File: config.mk
export PLATFORM = sky130hd
export DESIGN_NAME = scb_serial_ctrl
export DESIGN_NICKNAME = d
export VERILOG_FILES = /design/src/scb_irq_pulse.v /design/src/scb_serial_ctrl.v
export VERILOG_INCLUDE_DIRS = /design/src
export SDC_FILE = /design/constraint.sdc
export NUM_CORES = 1
export LEC_CHECK = 0
export BUFFER_PORTS_ARGS = -buffer_cell sky130_fd_sc_hd__buf_2
export CAP_MARGIN = 20
export CELL_PAD_IN_SITES_DETAIL_PLACEMENT = 1
export CELL_PAD_IN_SITES_GLOBAL_PLACEMENT = 1
export CORE_AREA = 2 2 193 195
export CTS_CLUSTER_DIAMETER = 100
export DETAILED_ROUTE_END_ITERATION = 6
export DIE_AREA = 0 0 195 197
export PLACE_DENSITY_LB_ADDON = 0.1
export SLEW_MARGIN = 20
export SYNTH_ARGS = -nofsm -noshare
export SYNTH_HDL_FRONTEND = slang
export SYNTH_SLANG_ARGS = --single-unit
File: constraint.sdc
create_clock -name clk -period 3.5 [get_ports clk]
set_input_delay 0.35 -clock clk [delete_from_list [all_inputs] [get_ports clk]]
set_output_delay 0.35 -clock clk [all_outputs]
set_load 0.005 [all_outputs]
File: src/scb_regs.vh
// constants for the serial control port and interrupt pulse logic
`ifndef SCB_REGS_VH
`define SCB_REGS_VH

// ----------------------------------------------------------------
// clock and timing
// ----------------------------------------------------------------
`define SCB_CLK_MHZ 100
`define SCB_BUS_MAX_KHZ 400
`define SCB_IRQ_PULSE_NS 8700
`define SCB_IRQ_PULSE_CYC ((`SCB_IRQ_PULSE_NS * `SCB_CLK_MHZ + 999) / 1000)

// ----------------------------------------------------------------
// bus addressing
// ----------------------------------------------------------------
`define SCB_DEV_ADDR_HI 6'h0c
`define SCB_MODE_AUTO 3'h0
`define SCB_MODE_FIXED 3'h7
`define SCB_REG_COUNT 24

// ----------------------------------------------------------------
// register offsets
// ----------------------------------------------------------------
`define SCB_REG_AUDIO_ROUTING_A 5'h00
`define SCB_REG_AUDIO_ROUTING_B 5'h01
`define SCB_REG_SUBAUDIO_RECTIFIER_CTRL 5'h02
`define SCB_REG_CTCSS_LO 5'h03
`define SCB_REG_GAIN_FIRST 5'h07
`define SCB_REG_GAIN_LAST 5'h0a
`define SCB_REG_FFSK_CTRL 5'h11
`define SCB_REG_CLK_IRQ_CTRL 5'h13
`define SCB_REG_ADC_RESULT 5'h16
`define SCB_REG_DAC_CODE 5'h17
`define SCB_REG_LAST 5'h17

// ----------------------------------------------------------------
// field positions
// ----------------------------------------------------------------
`define SCB_HPF_SUPPRESS_BIT 7
`define SCB_SUBAUDIO_DIR_BIT 4
`define SCB_SUBAUDIO_MODE_MSB 3
`define SCB_SUBAUDIO_MODE_LSB 2
`define SCB_FFSK_SINGLE_BIT 4
`define SCB_IRQ_SRC_BIT 0

// ----------------------------------------------------------------
// reset values
// ----------------------------------------------------------------
`define SCB_RST_DEFAULT 8'h00
`define SCB_RST_SUBAUDIO 8'he0
`define SCB_RST_CTCSS_LO 8'h5b
`define SCB_RST_GAIN 8'h88

// ----------------------------------------------------------------
// sub-audio mode field codes
// ----------------------------------------------------------------
`define SCB_SA_RISE 2'h0
`define SCB_SA_FALL 2'h1
`define SCB_SA_BOTH 2'h2
`define SCB_SA_NRZ_SYNC 2'h1

`endif

File: src/scb_irq_pulse.v
// interrupt source selection and fixed-width pulse generator
`timescale 1ns/10ps
`include "scb_regs.vh"

module scb_irq_pulse #(
	parameter PULSE_CYC = `SCB_IRQ_PULSE_CYC
) (
	input wire clk,
	input wire rst_n,
	input wire src_ffsk,
	input wire ffsk_single,
	input wire subaudio_rx_dir,
	input wire [1:0] subaudio_mode_field,
	input wire subtx_sync_evt,
	input wire subrx_level,
	input wire fifo_bit_evt,
	input wire fifo_byte_evt,
	output reg irq_pulse_pin_n
);

	// ----------------------------------------------------------------
	// event selection
	// ----------------------------------------------------------------
	reg subrx_prev;
	reg [9:0] count;
	reg sub_ev;
	reg ev;
	wire rx_rise = subrx_level & ~subrx_prev;
	wire rx_fall = ~subrx_level & subrx_prev;

	always @* begin
		sub_ev = 1'b0;
		if (subaudio_rx_dir) begin
			case (subaudio_mode_field) // RQ9
				`SCB_SA_RISE: sub_ev = rx_rise;
				`SCB_SA_FALL: sub_ev = rx_fall;
				`SCB_SA_BOTH: sub_ev = rx_rise | rx_fall;
				default: sub_ev = 1'b0;
			endcase
		end else begin
			sub_ev = (subaudio_mode_field == `SCB_SA_NRZ_SYNC) & subtx_sync_evt; // RQ10 RQ8
		end
		if (src_ffsk) begin // RQ6
			ev = ffsk_single ? fifo_bit_evt : fifo_byte_evt; // RQ7
		end else begin
			ev = sub_ev;
		end
	end

	// ----------------------------------------------------------------
	// pulse timer
	// ----------------------------------------------------------------
	always @(posedge clk or negedge rst_n) begin
		if (!rst_n) begin
			subrx_prev <= 1'b0;
			count <= 10'h000;
			irq_pulse_pin_n <= 1'b1;
		end else begin
			subrx_prev <= subrx_level;
			if (count != 10'h000) begin
				count <= count - 10'h001; // RQ15
				if (count == 10'h001) begin
					irq_pulse_pin_n <= 1'b1; // RQ15
				end
			end else if (ev) begin
				count <= PULSE_CYC[9:0]; // RQ5
				irq_pulse_pin_n <= 1'b0; // RQ5
			end
		end
	end

endmodule

File: src/scb_serial_ctrl.v
// serial control port slave, register file and interrupt pin
// ----------------------------------------------------------------
// Notes on behaviour
// (RQ1) two-wire slave, read and write, 400 kHz
// (RQ2) address 001100X, X from select pin
// (RQ3) auto mode steps pointer, wraps after 17h
// (RQ4) mode bits 000 auto, 111 fixed pointer
// (RQ5) one low pulse about 8.7 us
// (RQ6) reg 13h bit0 picks sub-audio or FFSK
// (RQ7) reg 11h bit4: eight bits or one
// (RQ8) reg 02h bit4 picks transmitter or detector
// (RQ9) detector edges: rising, falling, both
// (RQ10) transmitter interrupts only in NRZ sync
// (RQ11) reg 01h bit7 filter suppression, reset 0
// (RQ12) sources chosen only by bus writes
// (RQ13) fixed mode: repeated DAC bytes, no re-address
// (RQ14) fixed mode: repeated ADC reads, no re-address
// (RQ15) pulse timed by clock count, idles high
// ----------------------------------------------------------------
`timescale 1ns/10ps
`include "scb_regs.vh"

module scb_serial_ctrl #(
	parameter IRQ_PULSE_CYC = `SCB_IRQ_PULSE_CYC
) (
	input wire clk,
	input wire rst_n,
	input wire scl_in,
	input wire sda_in,
	output reg sda_out,
	output reg sda_oe,
	input wire addr_sel_pin,
	input wire [7:0] adc_result,
	input wire subtx_sync_evt,
	input wire subrx_level,
	input wire fifo_bit_evt,
	input wire fifo_byte_evt,
	output wire irq_pulse_pin_n,
	output reg [7:0] audio_routing_a,
	output reg [7:0] audio_routing_b,
	output reg [7:0] subaudio_rectifier_ctrl,
	output reg [7:0] dac_code,
	output reg hpf_suppress
);

	// ----------------------------------------------------------------
	// states
	// ----------------------------------------------------------------
	localparam S_IDLE = 3'h0;
	localparam S_ADDR = 3'h1;
	localparam S_SUB = 3'h2;
	localparam S_WDATA = 3'h3;
	localparam S_RDATA = 3'h4;
	localparam S_ACK = 3'h5;
	localparam S_RACK = 3'h6;

	// ----------------------------------------------------------------
	// helpers
	// ----------------------------------------------------------------
	function mapped;
		input [4:0] p;
		begin
			mapped = (p <= `SCB_REG_LAST);
		end
	endfunction

	function [4:0] step_ptr;
		input [4:0] p;
		input fixed;
		begin
			if (fixed) begin
				step_ptr = p; // RQ4 RQ13 RQ14
			end else if (p >= `SCB_REG_LAST) begin
				step_ptr = 5'h00; // RQ3
			end else begin
				step_ptr = p + 5'h01; // RQ3
			end
		end
	endfunction

	// ----------------------------------------------------------------
	// pin synchronisers
	// ----------------------------------------------------------------
	reg scl_m, scl_s, scl_d;
	reg sda_m, sda_s, sda_d, sda_dd;
	reg asel_m, asel_s;

	always @(posedge clk or negedge rst_n) begin
		if (!rst_n) begin
			scl_m <= 1'b1;
			scl_s <= 1'b1;
			scl_d <= 1'b1;
			sda_m <= 1'b1;
			sda_s <= 1'b1;
			sda_d <= 1'b1;
			sda_dd <= 1'b1;
			asel_m <= 1'b0;
			asel_s <= 1'b0;
		end else begin
			scl_m <= scl_in;
			scl_s <= scl_m;
			scl_d <= scl_s;
			sda_m <= sda_in;
			sda_s <= sda_m;
			sda_d <= sda_s;
			sda_dd <= sda_d;
			asel_m <= addr_sel_pin;
			asel_s <= asel_m;
		end
	end

	wire scl_rise = scl_s & ~scl_d;
	wire scl_fall = ~scl_s & scl_d;
	// start and stop see sda one stage later, so skew against scl cannot fake them
	wire bus_start = scl_s & scl_d & sda_dd & ~sda_d;
	wire bus_stop = scl_s & scl_d & ~sda_dd & sda_d;

	// ----------------------------------------------------------------
	// register file
	// ----------------------------------------------------------------
	reg [7:0] regs [0:`SCB_REG_COUNT-1];
	reg [2:0] state;
	reg [2:0] ack_next;
	reg ack_on;
	reg [2:0] bitcnt;
	reg [7:0] shreg;
	reg [4:0] ptr;
	reg fixed_mode;
	reg [7:0] rd_byte;
	wire [7:0] in_byte = {shreg[6:0], sda_s};
	integer i;

	always @* begin
		rd_byte = 8'h00;
		if (ptr == `SCB_REG_ADC_RESULT) begin
			rd_byte = adc_result; // RQ14
		end else if (mapped(ptr)) begin
			rd_byte = regs[ptr];
		end
	end

	// ----------------------------------------------------------------
	// bus slave state machine
	// ----------------------------------------------------------------
	always @(posedge clk or negedge rst_n) begin
		if (!rst_n) begin
			state <= S_IDLE;
			ack_next <= S_IDLE;
			ack_on <= 1'b0;
			bitcnt <= 3'h0;
			shreg <= 8'h00;
			ptr <= 5'h00;
			fixed_mode <= 1'b0;
			sda_out <= 1'b0;
			sda_oe <= 1'b0;
			for (i = 0; i < `SCB_REG_COUNT; i = i + 1) begin
				regs[i] <= `SCB_RST_DEFAULT; // RQ11
			end
			regs[`SCB_REG_SUBAUDIO_RECTIFIER_CTRL] <= `SCB_RST_SUBAUDIO;
			regs[`SCB_REG_CTCSS_LO] <= `SCB_RST_CTCSS_LO;
			for (i = `SCB_REG_GAIN_FIRST; i <= `SCB_REG_GAIN_LAST; i = i + 1) begin
				regs[i] <= `SCB_RST_GAIN;
			end
		end else begin
			sda_out <= 1'b0;
			if (bus_start) begin
				state <= S_ADDR; // RQ1
				bitcnt <= 3'h0;
				ack_on <= 1'b0;
				sda_oe <= 1'b0;
			end else if (bus_stop) begin
				state <= S_IDLE;
				ack_on <= 1'b0;
				sda_oe <= 1'b0;
			end else begin
				case (state)
					S_ADDR, S_SUB, S_WDATA: begin
						if (scl_rise) begin
							shreg <= in_byte;
							bitcnt <= bitcnt + 3'h1;
							if (bitcnt == 3'h7) begin
								state <= S_ACK;
								if (state == S_ADDR) begin
									if (in_byte[7:1] == {`SCB_DEV_ADDR_HI, asel_s}) begin // RQ2
										ack_next <= in_byte[0] ? S_RDATA : S_SUB;
									end else begin
										state <= S_IDLE;
									end
								end else if (state == S_SUB) begin
									fixed_mode <= (in_byte[7:5] == `SCB_MODE_FIXED); // RQ4
									ptr <= in_byte[4:0];
									ack_next <= S_WDATA;
								end else begin
									if (mapped(ptr)) begin
										regs[ptr] <= in_byte; // RQ12 RQ13
									end
									ptr <= step_ptr(ptr, fixed_mode); // RQ3 RQ13
									ack_next <= S_WDATA;
								end
							end
						end
					end
					// first fall pulls sda, second fall moves on and releases sda, or drives bit 7 of rd_byte when going to S_RDATA
					S_ACK: begin
						if (scl_fall) begin
							if (!ack_on) begin
								ack_on <= 1'b1;
								sda_oe <= 1'b1;
							end else begin
								ack_on <= 1'b0;
								bitcnt <= 3'h0;
								state <= ack_next;
								if (ack_next == S_RDATA) begin
									shreg <= rd_byte;
									sda_oe <= ~rd_byte[7];
								end else begin
									sda_oe <= 1'b0;
								end
							end
						end
					end
					S_RDATA: begin
						if (scl_fall) begin
							bitcnt <= bitcnt + 3'h1;
							if (bitcnt == 3'h7) begin
								sda_oe <= 1'b0;
								state <= S_RACK;
								ptr <= step_ptr(ptr, fixed_mode); // RQ3 RQ14
							end else begin
								shreg <= {shreg[6:0], 1'b0};
								sda_oe <= ~shreg[6];
							end
						end
					end
					// master ack at the rise decides whether another byte follows
					S_RACK: begin
						if (scl_rise) begin
							ack_on <= ~sda_s;
							if (sda_s) begin
								state <= S_IDLE;
							end
						end else if (scl_fall && ack_on) begin
							ack_on <= 1'b0;
							bitcnt <= 3'h0;
							state <= S_RDATA;
							shreg <= rd_byte;
							sda_oe <= ~rd_byte[7];
						end
					end
					default: begin
						state <= S_IDLE;
						sda_oe <= 1'b0;
					end
				endcase
			end
		end
	end

	// ----------------------------------------------------------------
	// register outputs
	// ----------------------------------------------------------------
	always @(posedge clk or negedge rst_n) begin
		if (!rst_n) begin
			audio_routing_a <= `SCB_RST_DEFAULT;
			audio_routing_b <= `SCB_RST_DEFAULT;
			subaudio_rectifier_ctrl <= `SCB_RST_SUBAUDIO;
			dac_code <= `SCB_RST_DEFAULT;
			hpf_suppress <= 1'b0;
		end else begin
			audio_routing_a <= regs[`SCB_REG_AUDIO_ROUTING_A];
			audio_routing_b <= regs[`SCB_REG_AUDIO_ROUTING_B];
			subaudio_rectifier_ctrl <= regs[`SCB_REG_SUBAUDIO_RECTIFIER_CTRL];
			dac_code <= regs[`SCB_REG_DAC_CODE]; // RQ13
			hpf_suppress <= regs[`SCB_REG_AUDIO_ROUTING_B][`SCB_HPF_SUPPRESS_BIT]; // RQ11
		end
	end

	// ----------------------------------------------------------------
	// interrupt pin
	// ----------------------------------------------------------------
	// fields that steer the interrupt source
	wire [7:0] sa_reg = regs[`SCB_REG_SUBAUDIO_RECTIFIER_CTRL];
	wire src_ffsk = regs[`SCB_REG_CLK_IRQ_CTRL][`SCB_IRQ_SRC_BIT]; // RQ6
	wire ffsk_single = regs[`SCB_REG_FFSK_CTRL][`SCB_FFSK_SINGLE_BIT]; // RQ7
	wire subaudio_rx_dir = sa_reg[`SCB_SUBAUDIO_DIR_BIT]; // RQ8
	wire [1:0] subaudio_mode_field = sa_reg[`SCB_SUBAUDIO_MODE_MSB:`SCB_SUBAUDIO_MODE_LSB]; // RQ9

	scb_irq_pulse #(
		.PULSE_CYC(IRQ_PULSE_CYC)
	) u_irq (
		.clk(clk),
		.rst_n(rst_n),
		.src_ffsk(src_ffsk),
		.ffsk_single(ffsk_single),
		.subaudio_rx_dir(subaudio_rx_dir),
		.subaudio_mode_field(subaudio_mode_field),
		.subtx_sync_evt(subtx_sync_evt),
		.subrx_level(subrx_level),
		.fifo_bit_evt(fifo_bit_evt),
		.fifo_byte_evt(fifo_byte_evt),
		.irq_pulse_pin_n(irq_pulse_pin_n)
	);

endmodule

==> results.yml, run 1 <==
flow_run:
  cap_violations: 0
logic_synthesis:
  ys_types: 73
  synth_most_common_cell: "dfrtp_1"
  synth-compound-area-share_pct: 7.72
  synth_edf_count: 0
  async_flop_share_pct: 100
  synth_top_area_share_pct: 48.2
  postSynthCellCount: 960
  synth_top_family_by_area: "multiplexers"
  synth_fa_ha_area_share_pct: 0.996
  synth_area_um2: 12600
  syn_nets: 987
  seq_area_frac_synth_pct: 53.9
  yosysWarningCount: 0
  synth_xor_area_share_pct: 0.558
  synth_seq_cells: 269
  yosysTopAreaCell: "dfrtp_1"
  synthFlopType: "dfrtp_1"
  synth-simple-area-share_pct: 8.19
  syn_avg_cell_area_um2: 13.1
  ys_top_cells_by_area: "dfrtp_1 (48%), mux2_2 (18%), dfstp_2 (5.6%)"
  synth_mux_area_share_pct: 26.1
  ys_top_cells_by_count: "dfrtp_1 (242), mux2_2 (199), nand2_1 (52)"
layout:
  drive_above_1_share_pct: 41.5
  syn_to_final_growth_pct: 16.4
  fill_cells: 3783
  regArea_um2: 6770
  largest_register: "regs"
  stdcell_count: 1512
  largest_register_ffs: 183
  top_regs: "regs: 183 flops, u_irq.count: 10 flops"
  nets: 1046
  diodes: 0
  multi_input_area_um2: 5490
sta:
  clock.fmax_ghz: 0.334
  worst_slack_ns: 0.508
  fin_tns_setup_ns: 0
  report.final.hold_viol_count: 0
  max-slew-margin-rel_pct: 38.5
  period_needed_ns: 2.99
  period_share_pct: 85.5
  finalSetupViolCount: 0
  worstMarginPinSlew_ns: 0.923
  maxSlewViolCount: 0
  finClkSkew_ns: 0.0154
  rsz0062_at_grt: "no"
setup_path:
  crit_chain: "ha_1 > and4b_1 > o21a_1 > nor3b_4 > nand2_2 > mux2_2"
  worstPathRequired_ns: 3.97
  path_class: "reg2reg"
  crit_path_start_kind: "flop"
  critPathMaxStageDelay_ns: 0.64
  cp_max_fo: 17
  cp-end-kind: "flop"
  cp.arrival_ns: 3.46
  crit_slowest_cell: "dfrtp_2"
power:
  clockPowerShare_pct: 43.6
  p_int_mw: 5.65
  p_comb_share_pct: 15.6
  p_switching_mw: 2.35
  cellPowerDensity_nw_per_um2: 547
  p_seq_share_pct: 40.8
  switching_share_pct: 29.3
  ir_worst_vdd_mv: 0.436
  p_leak_nw: 6.77
drt:
  drc_errors: 0
  vias: 8233
  initialDrtViolationCount: 344
  ant_nets: 0
  post_drt_wl_per_cell_um: 24.4
  totalWireLength_mm: 36.8
  vias_per_cell: 5.45
  dr.pass1.iters: 5
die:
  chipWidth_um: 195
  pin_count: 53
  fp-row-count: 70
  die_y_um: 197
  start_util_pct: 34.6
  fp.coreArea_um2: 36300
  die-area_um2: 38400
global_route:
  grt_max_degree: 108
  overflow: 0
  antenna_found_initial: 0
  grtUsageTotal_pct: 19.5
  grt_first_pass_wirelength_mm: 56.5
  grt_pass1_vias: 8701
placed_design:
  portBuffers: 51
  place_congestion: 0.780
  dpl.hpwl_mm: 24.2
  dp.cells: 1449
  place_ws_ns: 0.523
clocking:
  clockBufferDepth: 3
  cts_resized: 0
  root_buffer: "clkbuf_16"
  cts_tree: "yes"
  h-tree-depth: 1
  clk_pin_slew_ns: 0.06
  cts.sinks: 269
  numCtsBuffers: 31
  clk_latency_ns: 0.59
min_path:
  hold_path.class: "in2reg"
outcome:
  status: "complete, no violations"
layer usage:
metal,vias up,routed length (um),GRT usage [%]
li1,3659,-,-
met1,4350,18200,28.4
met2,164,16300,30.2
met3,60,1250,2.84
met4,0,1120,5.97
met5,-,0,0
layout by cell type (no fill, tap or decap), drive strengths merged, types with 7 or more instances in the layout:
cell type    n
a21o         9
a21oi       25
a22oi       11
buf         83
clkbuf      40
clkinv       9
dfrtp      242
dfstp       27
ha          10
inv         16
mux2       213
mux2i       39
mux4        22
nand2       75
nand3        7
nor2        22
nor3        14
nor3b        8
o21ai       22
o22ai       18
o31ai       15
xnor2        7
power by group through the flow:
stage	combinational [mW]	sequential, mW	clock (mW)
2_1_floorplan	0.739	3.29	0
3_3_place_gp	1.25	3.32	0
3_5_place_dp	1.25	3.32	0
4_1_cts	1.26	3.27	3.59
5_1_grt	1.37	3.28	3.70
6_report	1.25	3.27	3.48
stage by stage:
stage / area (um2) / hold WS [ns] / power [mW] / utilization, %
2_1_floorplan: 12600 / 0.0544 / 4.03 / -
3_3_place_gp: 13500 / 0.340 / 4.57 / 37.1
3_5_place_dp: 13500 / 0.342 / 4.57 / 37.1
4_1_cts: 14600 / 0.188 / 8.11 / 40.3
5_1_grt: 14600 / 0.243 / 8.35 / 40.3
6_report: 14600 / 0.220 / 8.00 / 40.3
critical path, delay by kind of cell, from the launching register on:
kind | cells | cell delay, ns
AO/OA/AOI/OAI | 1 | 0.30
adder cells (fa/ha/maj) | 1 | 0.40
flip-flops | 1 | 0.64
multiplexers | 1 | 0.36
AND/OR/NAND/NOR | 3 | 1.17
final cells by class:
cell class | count | share of cell area (%)
Inverter | 15 | 0.385
Tap cell | 468 | 4.00
Sequential cell | 269 | 46.3
Multi-Input combinational cell | 614 | 37.5
Clock inverter | 18 | 1.50
Timing Repair Buffer | 88 | 4.23
Clock buffer | 40 | 6.08
kinds of logic after synthesis:
group	count (synthesis)
adders and majority gates	10
other	1
muxes	274
buffers and inverters	77
and+or+nand+nor	179
xor gates and xnor gates	8
DFF	269
AOI/OAI and AO/OA	142
path summary, 6_finish.rpt:
check	from	to	slack (ns)	cells after the start
min in group asynchronous	rst_n	state[0]	0.44	2
worst max register to register	ptr[0]	regs[23]	0.51	6
worst max-delay path	ptr[0]	regs[23]	0.51	6
max in group asynchronous	rst_n	regs[164]	2.18	3
worst min-delay path	adc_result[7]	sda_oe	0.22	4
worst min register to register	asel_m	asel_s	0.35	0
repair_timing:
item                                   4_1_cts  5_1_grt
hold buffers                                 5        0
endpoints found under the hold margin       91        0
setup buffers                                0        0
Power figures use the tool's default switching activity.
==> run 2: changes to the inputs <==
--- a/config.mk
+++ b/config.mk
@@ -12,6 +12,6 @@
 export CELL_PAD_IN_SITES_GLOBAL_PLACEMENT = 1
-export CORE_AREA = 2 2 193 195
+export CORE_AREA = 2 2 197 199
 export CTS_CLUSTER_DIAMETER = 100
 export DETAILED_ROUTE_END_ITERATION = 6
-export DIE_AREA = 0 0 195 197
+export DIE_AREA = 0 0 199 201
 export PLACE_DENSITY_LB_ADDON = 0.1
@@ -20,2 +20,3 @@
 export SYNTH_HDL_FRONTEND = slang
+export SYNTH_HIERARCHICAL = 1
 export SYNTH_SLANG_ARGS = --single-unit
--- a/constraint.sdc
+++ b/constraint.sdc
@@ -3,2 +3,2 @@
 set_output_delay 0.35 -clock clk [all_outputs]
-set_load 0.005 [all_outputs]
+set_load 0.02 [all_outputs]
==> run 2 against run 1 <==
Critical path depth stayed put. Flip-flop and latch count stayed put. Worst hold slack worse by 0.10 ns. Sequential power is 2% lower. Area after synthesis is 4.1% higher. Final area is 2.5% higher. Combinational power is 45% lower. Critical endpoint is now shreg[6]. Synthesized cell count is 0.10% higher. Via count is 2.2% lower.
==> results.yml, run 2 <==
outcome:
  status: "complete, no violations"
setup_path:
  cp_max_fo: 21
  path_delay_family: "simple AND/OR/NAND/NOR gates"
  critPathMaxStageDelay_ns: 0.80
  cp.arrival_ns: 3.38
  cpMostUsedCell: "or4_1"
  crit_buf_inv: 0
  crit_chain: "or4_1 > o22ai_1 > or4_1 > a221oi_1 > o211ai_1 > mux2_2"
  crit_path_start_kind: "flop"
  path_class: "reg2reg"
  worstPathRequired_ns: 3.97
  cp-end-kind: "flop"
  crit_slowest_cell: "dfrtp_1"
clocking:
  clockBufferDepth: 3
  clk_latency_ns: 0.59
  numCtsBuffers: 31
  clk_pin_slew_ns: 0.06
  cts.sinks: 269
  cts_resized: 0
  root_buffer: "clkbuf_16"
  cts_tree: "yes"
  h-tree-depth: 1
die:
  fp.coreArea_um2: 38100
  chipWidth_um: 199
  pin_count: 53
  fp-row-count: 72
  die-area_um2: 40000
  start_util_pct: 34.3
  die_y_um: 201
global_route:
  grt_pass1_vias: 8802
  grtUsageTotal_pct: 19.2
  grt_first_pass_wirelength_mm: 57.8
  antenna_found_initial: 0
  overflow: 0
  grt_max_degree: 122
logic_synthesis:
  async_flop_share_pct: 100
  ys_types: 76
  yosysWarningCount: 6
  ys_top_cells_by_count: "dfrtp_1 (242), mux2_2 (143), mux2i_1 (78)"
  synth_most_common_cell: "dfrtp_1"
  synth_edf_count: 0
  postSynthCellCount: 961
  synth_seq_cells: 269
  syn_avg_cell_area_um2: 13.6
  syn_nets: 988
  yosysTopAreaCell: "dfrtp_1"
  synth_top_area_share_pct: 46.3
  synth_area_um2: 13100
  synthFlopType: "dfrtp_1"
  ys_top_cells_by_area: "dfrtp_1 (46%), mux2_2 (12%), mux2i_1 (6.0%)"
  seq_area_frac_synth_pct: 51.7
power:
  ir_worst_vdd_mv: 0.368
  p_switching_mw: 1.92
  p_int_mw: 5.20
  switching_share_pct: 27.0
  p_leak_nw: 7.10
  cellPowerDensity_nw_per_um2: 475
  p_seq_share_pct: 44.9
  clockPowerShare_pct: 45.4
  p_comb_share_pct: 9.7
layout:
  final_cell_mix: "dfrtp_1 (241), mux2_2 (143), mux2i_1 (78)"
  nets: 1037
  fill_cells: 3973
  drive_above_1_share_pct: 38.6
  top_regs: "regs: 183 flops, u_irq/count: 10 flops"
  syn_to_final_growth_pct: 14.7
  largest_register: "regs"
  diodes: 0
  largest_register_ffs: 183
  mostFrequentLayoutCell: "dfrtp_1"
sta:
  clock.fmax_ghz: 0.343
  max-slew-margin-rel_pct: 50.6
  period_needed_ns: 2.91
  rsz0062_at_grt: "no"
  maxSlewViolCount: 0
  hold_slack_ns: 0.117
  worstMarginPinSlew_ns: 0.739
  finalSetupViolCount: 0
  period_share_pct: 83.2
  report.final.hold_viol_count: 0
  finClkSkew_ns: 0.0122
  fin_tns_setup_ns: 0
drt:
  totalWireLength_mm: 37.1
  ant_nets: 0
  initialDrtViolationCount: 398
  drc_errors: 0
  post_drt_wl_per_cell_um: 23.9
  dr.pass1.iters: 4
  vias_per_cell: 5.19
  vias: 8051
flow_run:
  cap_violations: 0
placed_design:
  place_congestion: 0.791
  dpl.hpwl_mm: 24.8
  portBuffers: 51
min_path:
  hold_path.class: "in2reg"
-- run 2: cell types whose count changed after synthesis, moves of 10 or more --
cell     delta
nand3_1    +10
nand2_1    -17
nor2_8     +24
o22ai_1    +17
mux2i_1    +39
mux2_2     -56
nand2_2    -23
mux4_2     -10
mux2_4     +40
o31ai_1    -12
-- run 2: power by group through the flow --
stage          Clock [mW]  Combinational, mW  Sequential (mW)
3_3_place_gp            0              0.684             3.26
3_5_place_dp            0              0.691             3.25
5_1_grt              3.48              0.740             3.20
6_report             3.23              0.689             3.20
2_1_floorplan           0              0.338             3.23
4_1_cts              3.34              0.698             3.20
-- run 2: layer usage --
| metal | up-vias | global-route usage [%] | share of wire [%] |
|---|---|---|---|
| met5 | - | 0 | 0 |
| met4 | 0 | 6.53 | 3.1 |
| met3 | 60 | 2.67 | 4.1 |
| met2 | 135 | 29.3 | 45 |
| met1 | 4233 | 28.1 | 47 |
| li1 | 3623 | - | - |
-- run 2: path summary, 6_finish.rpt --
kind	start	endpoint	slack, ns	cells after the start
setup / recovery	ptr[4]	shreg[6]	0.59	6
min in group asynchronous	rst_n	regs[118]	0.24	2
max in group asynchronous	rst_n	audio_routing_a[1]	2.18	3
setup reg to reg	ptr[4]	shreg[6]	0.59	6
hold / removal	adc_result[7]	sda_oe	0.12	4
hold reg to reg	asel_m	asel_s	0.35	0
-- run 2: cell families after synthesis --
family / Yosys count / synth area share [%]
simple gates: 177 / 11.3
fa+ha+maj: 11 / 1.03
flops: 269 / 51.7
other cells: 1 / 0.0287
mux: 290 / 26.4
buf+inv: 81 / 2.80
xor+xnor: 6 / 0.402
compound gates: 126 / 6.30
-- run 2: through the flow --
stage	cells	power, mW	setup WS [ns]	area (um2)	utilization [%]
after global placement	1490	3.94	0.639	13900	36.6
after detailed placement	1490	3.94	0.612	13900	36.6
after floorplan	961	3.57	1.04	13100	-
final	1552	7.12	0.587	15000	39.4
after CTS	1552	7.24	0.591	15000	39.4
after global routing	1552	7.42	0.427	15000	39.4
-- run 2: final cells by class --
class	count	area, um2	area share (%)
inverter	14	52.6	0.350
multi-input combinational	611	5940	39.6
sequential	269	6770	45.1
clock inverter	11	95.1	0.634
clock buffer	46	922	6.15
timing repair buffer	83	568	3.79
tap	518	648	4.32
-- run 2: repair_timing --
action | 4_1_cts | 5_1_grt
buffers inserted | 0 | 0
endpoints found under the hold margin | 42 | 0
hold buffers | 5 | 0
-- run 2: tightest hold or removal path, stage by stage --
cell,delay [ns]
buf_2,0.10
a211oi_1,0.07
nand2_1,0.06
o32ai_1,0.07
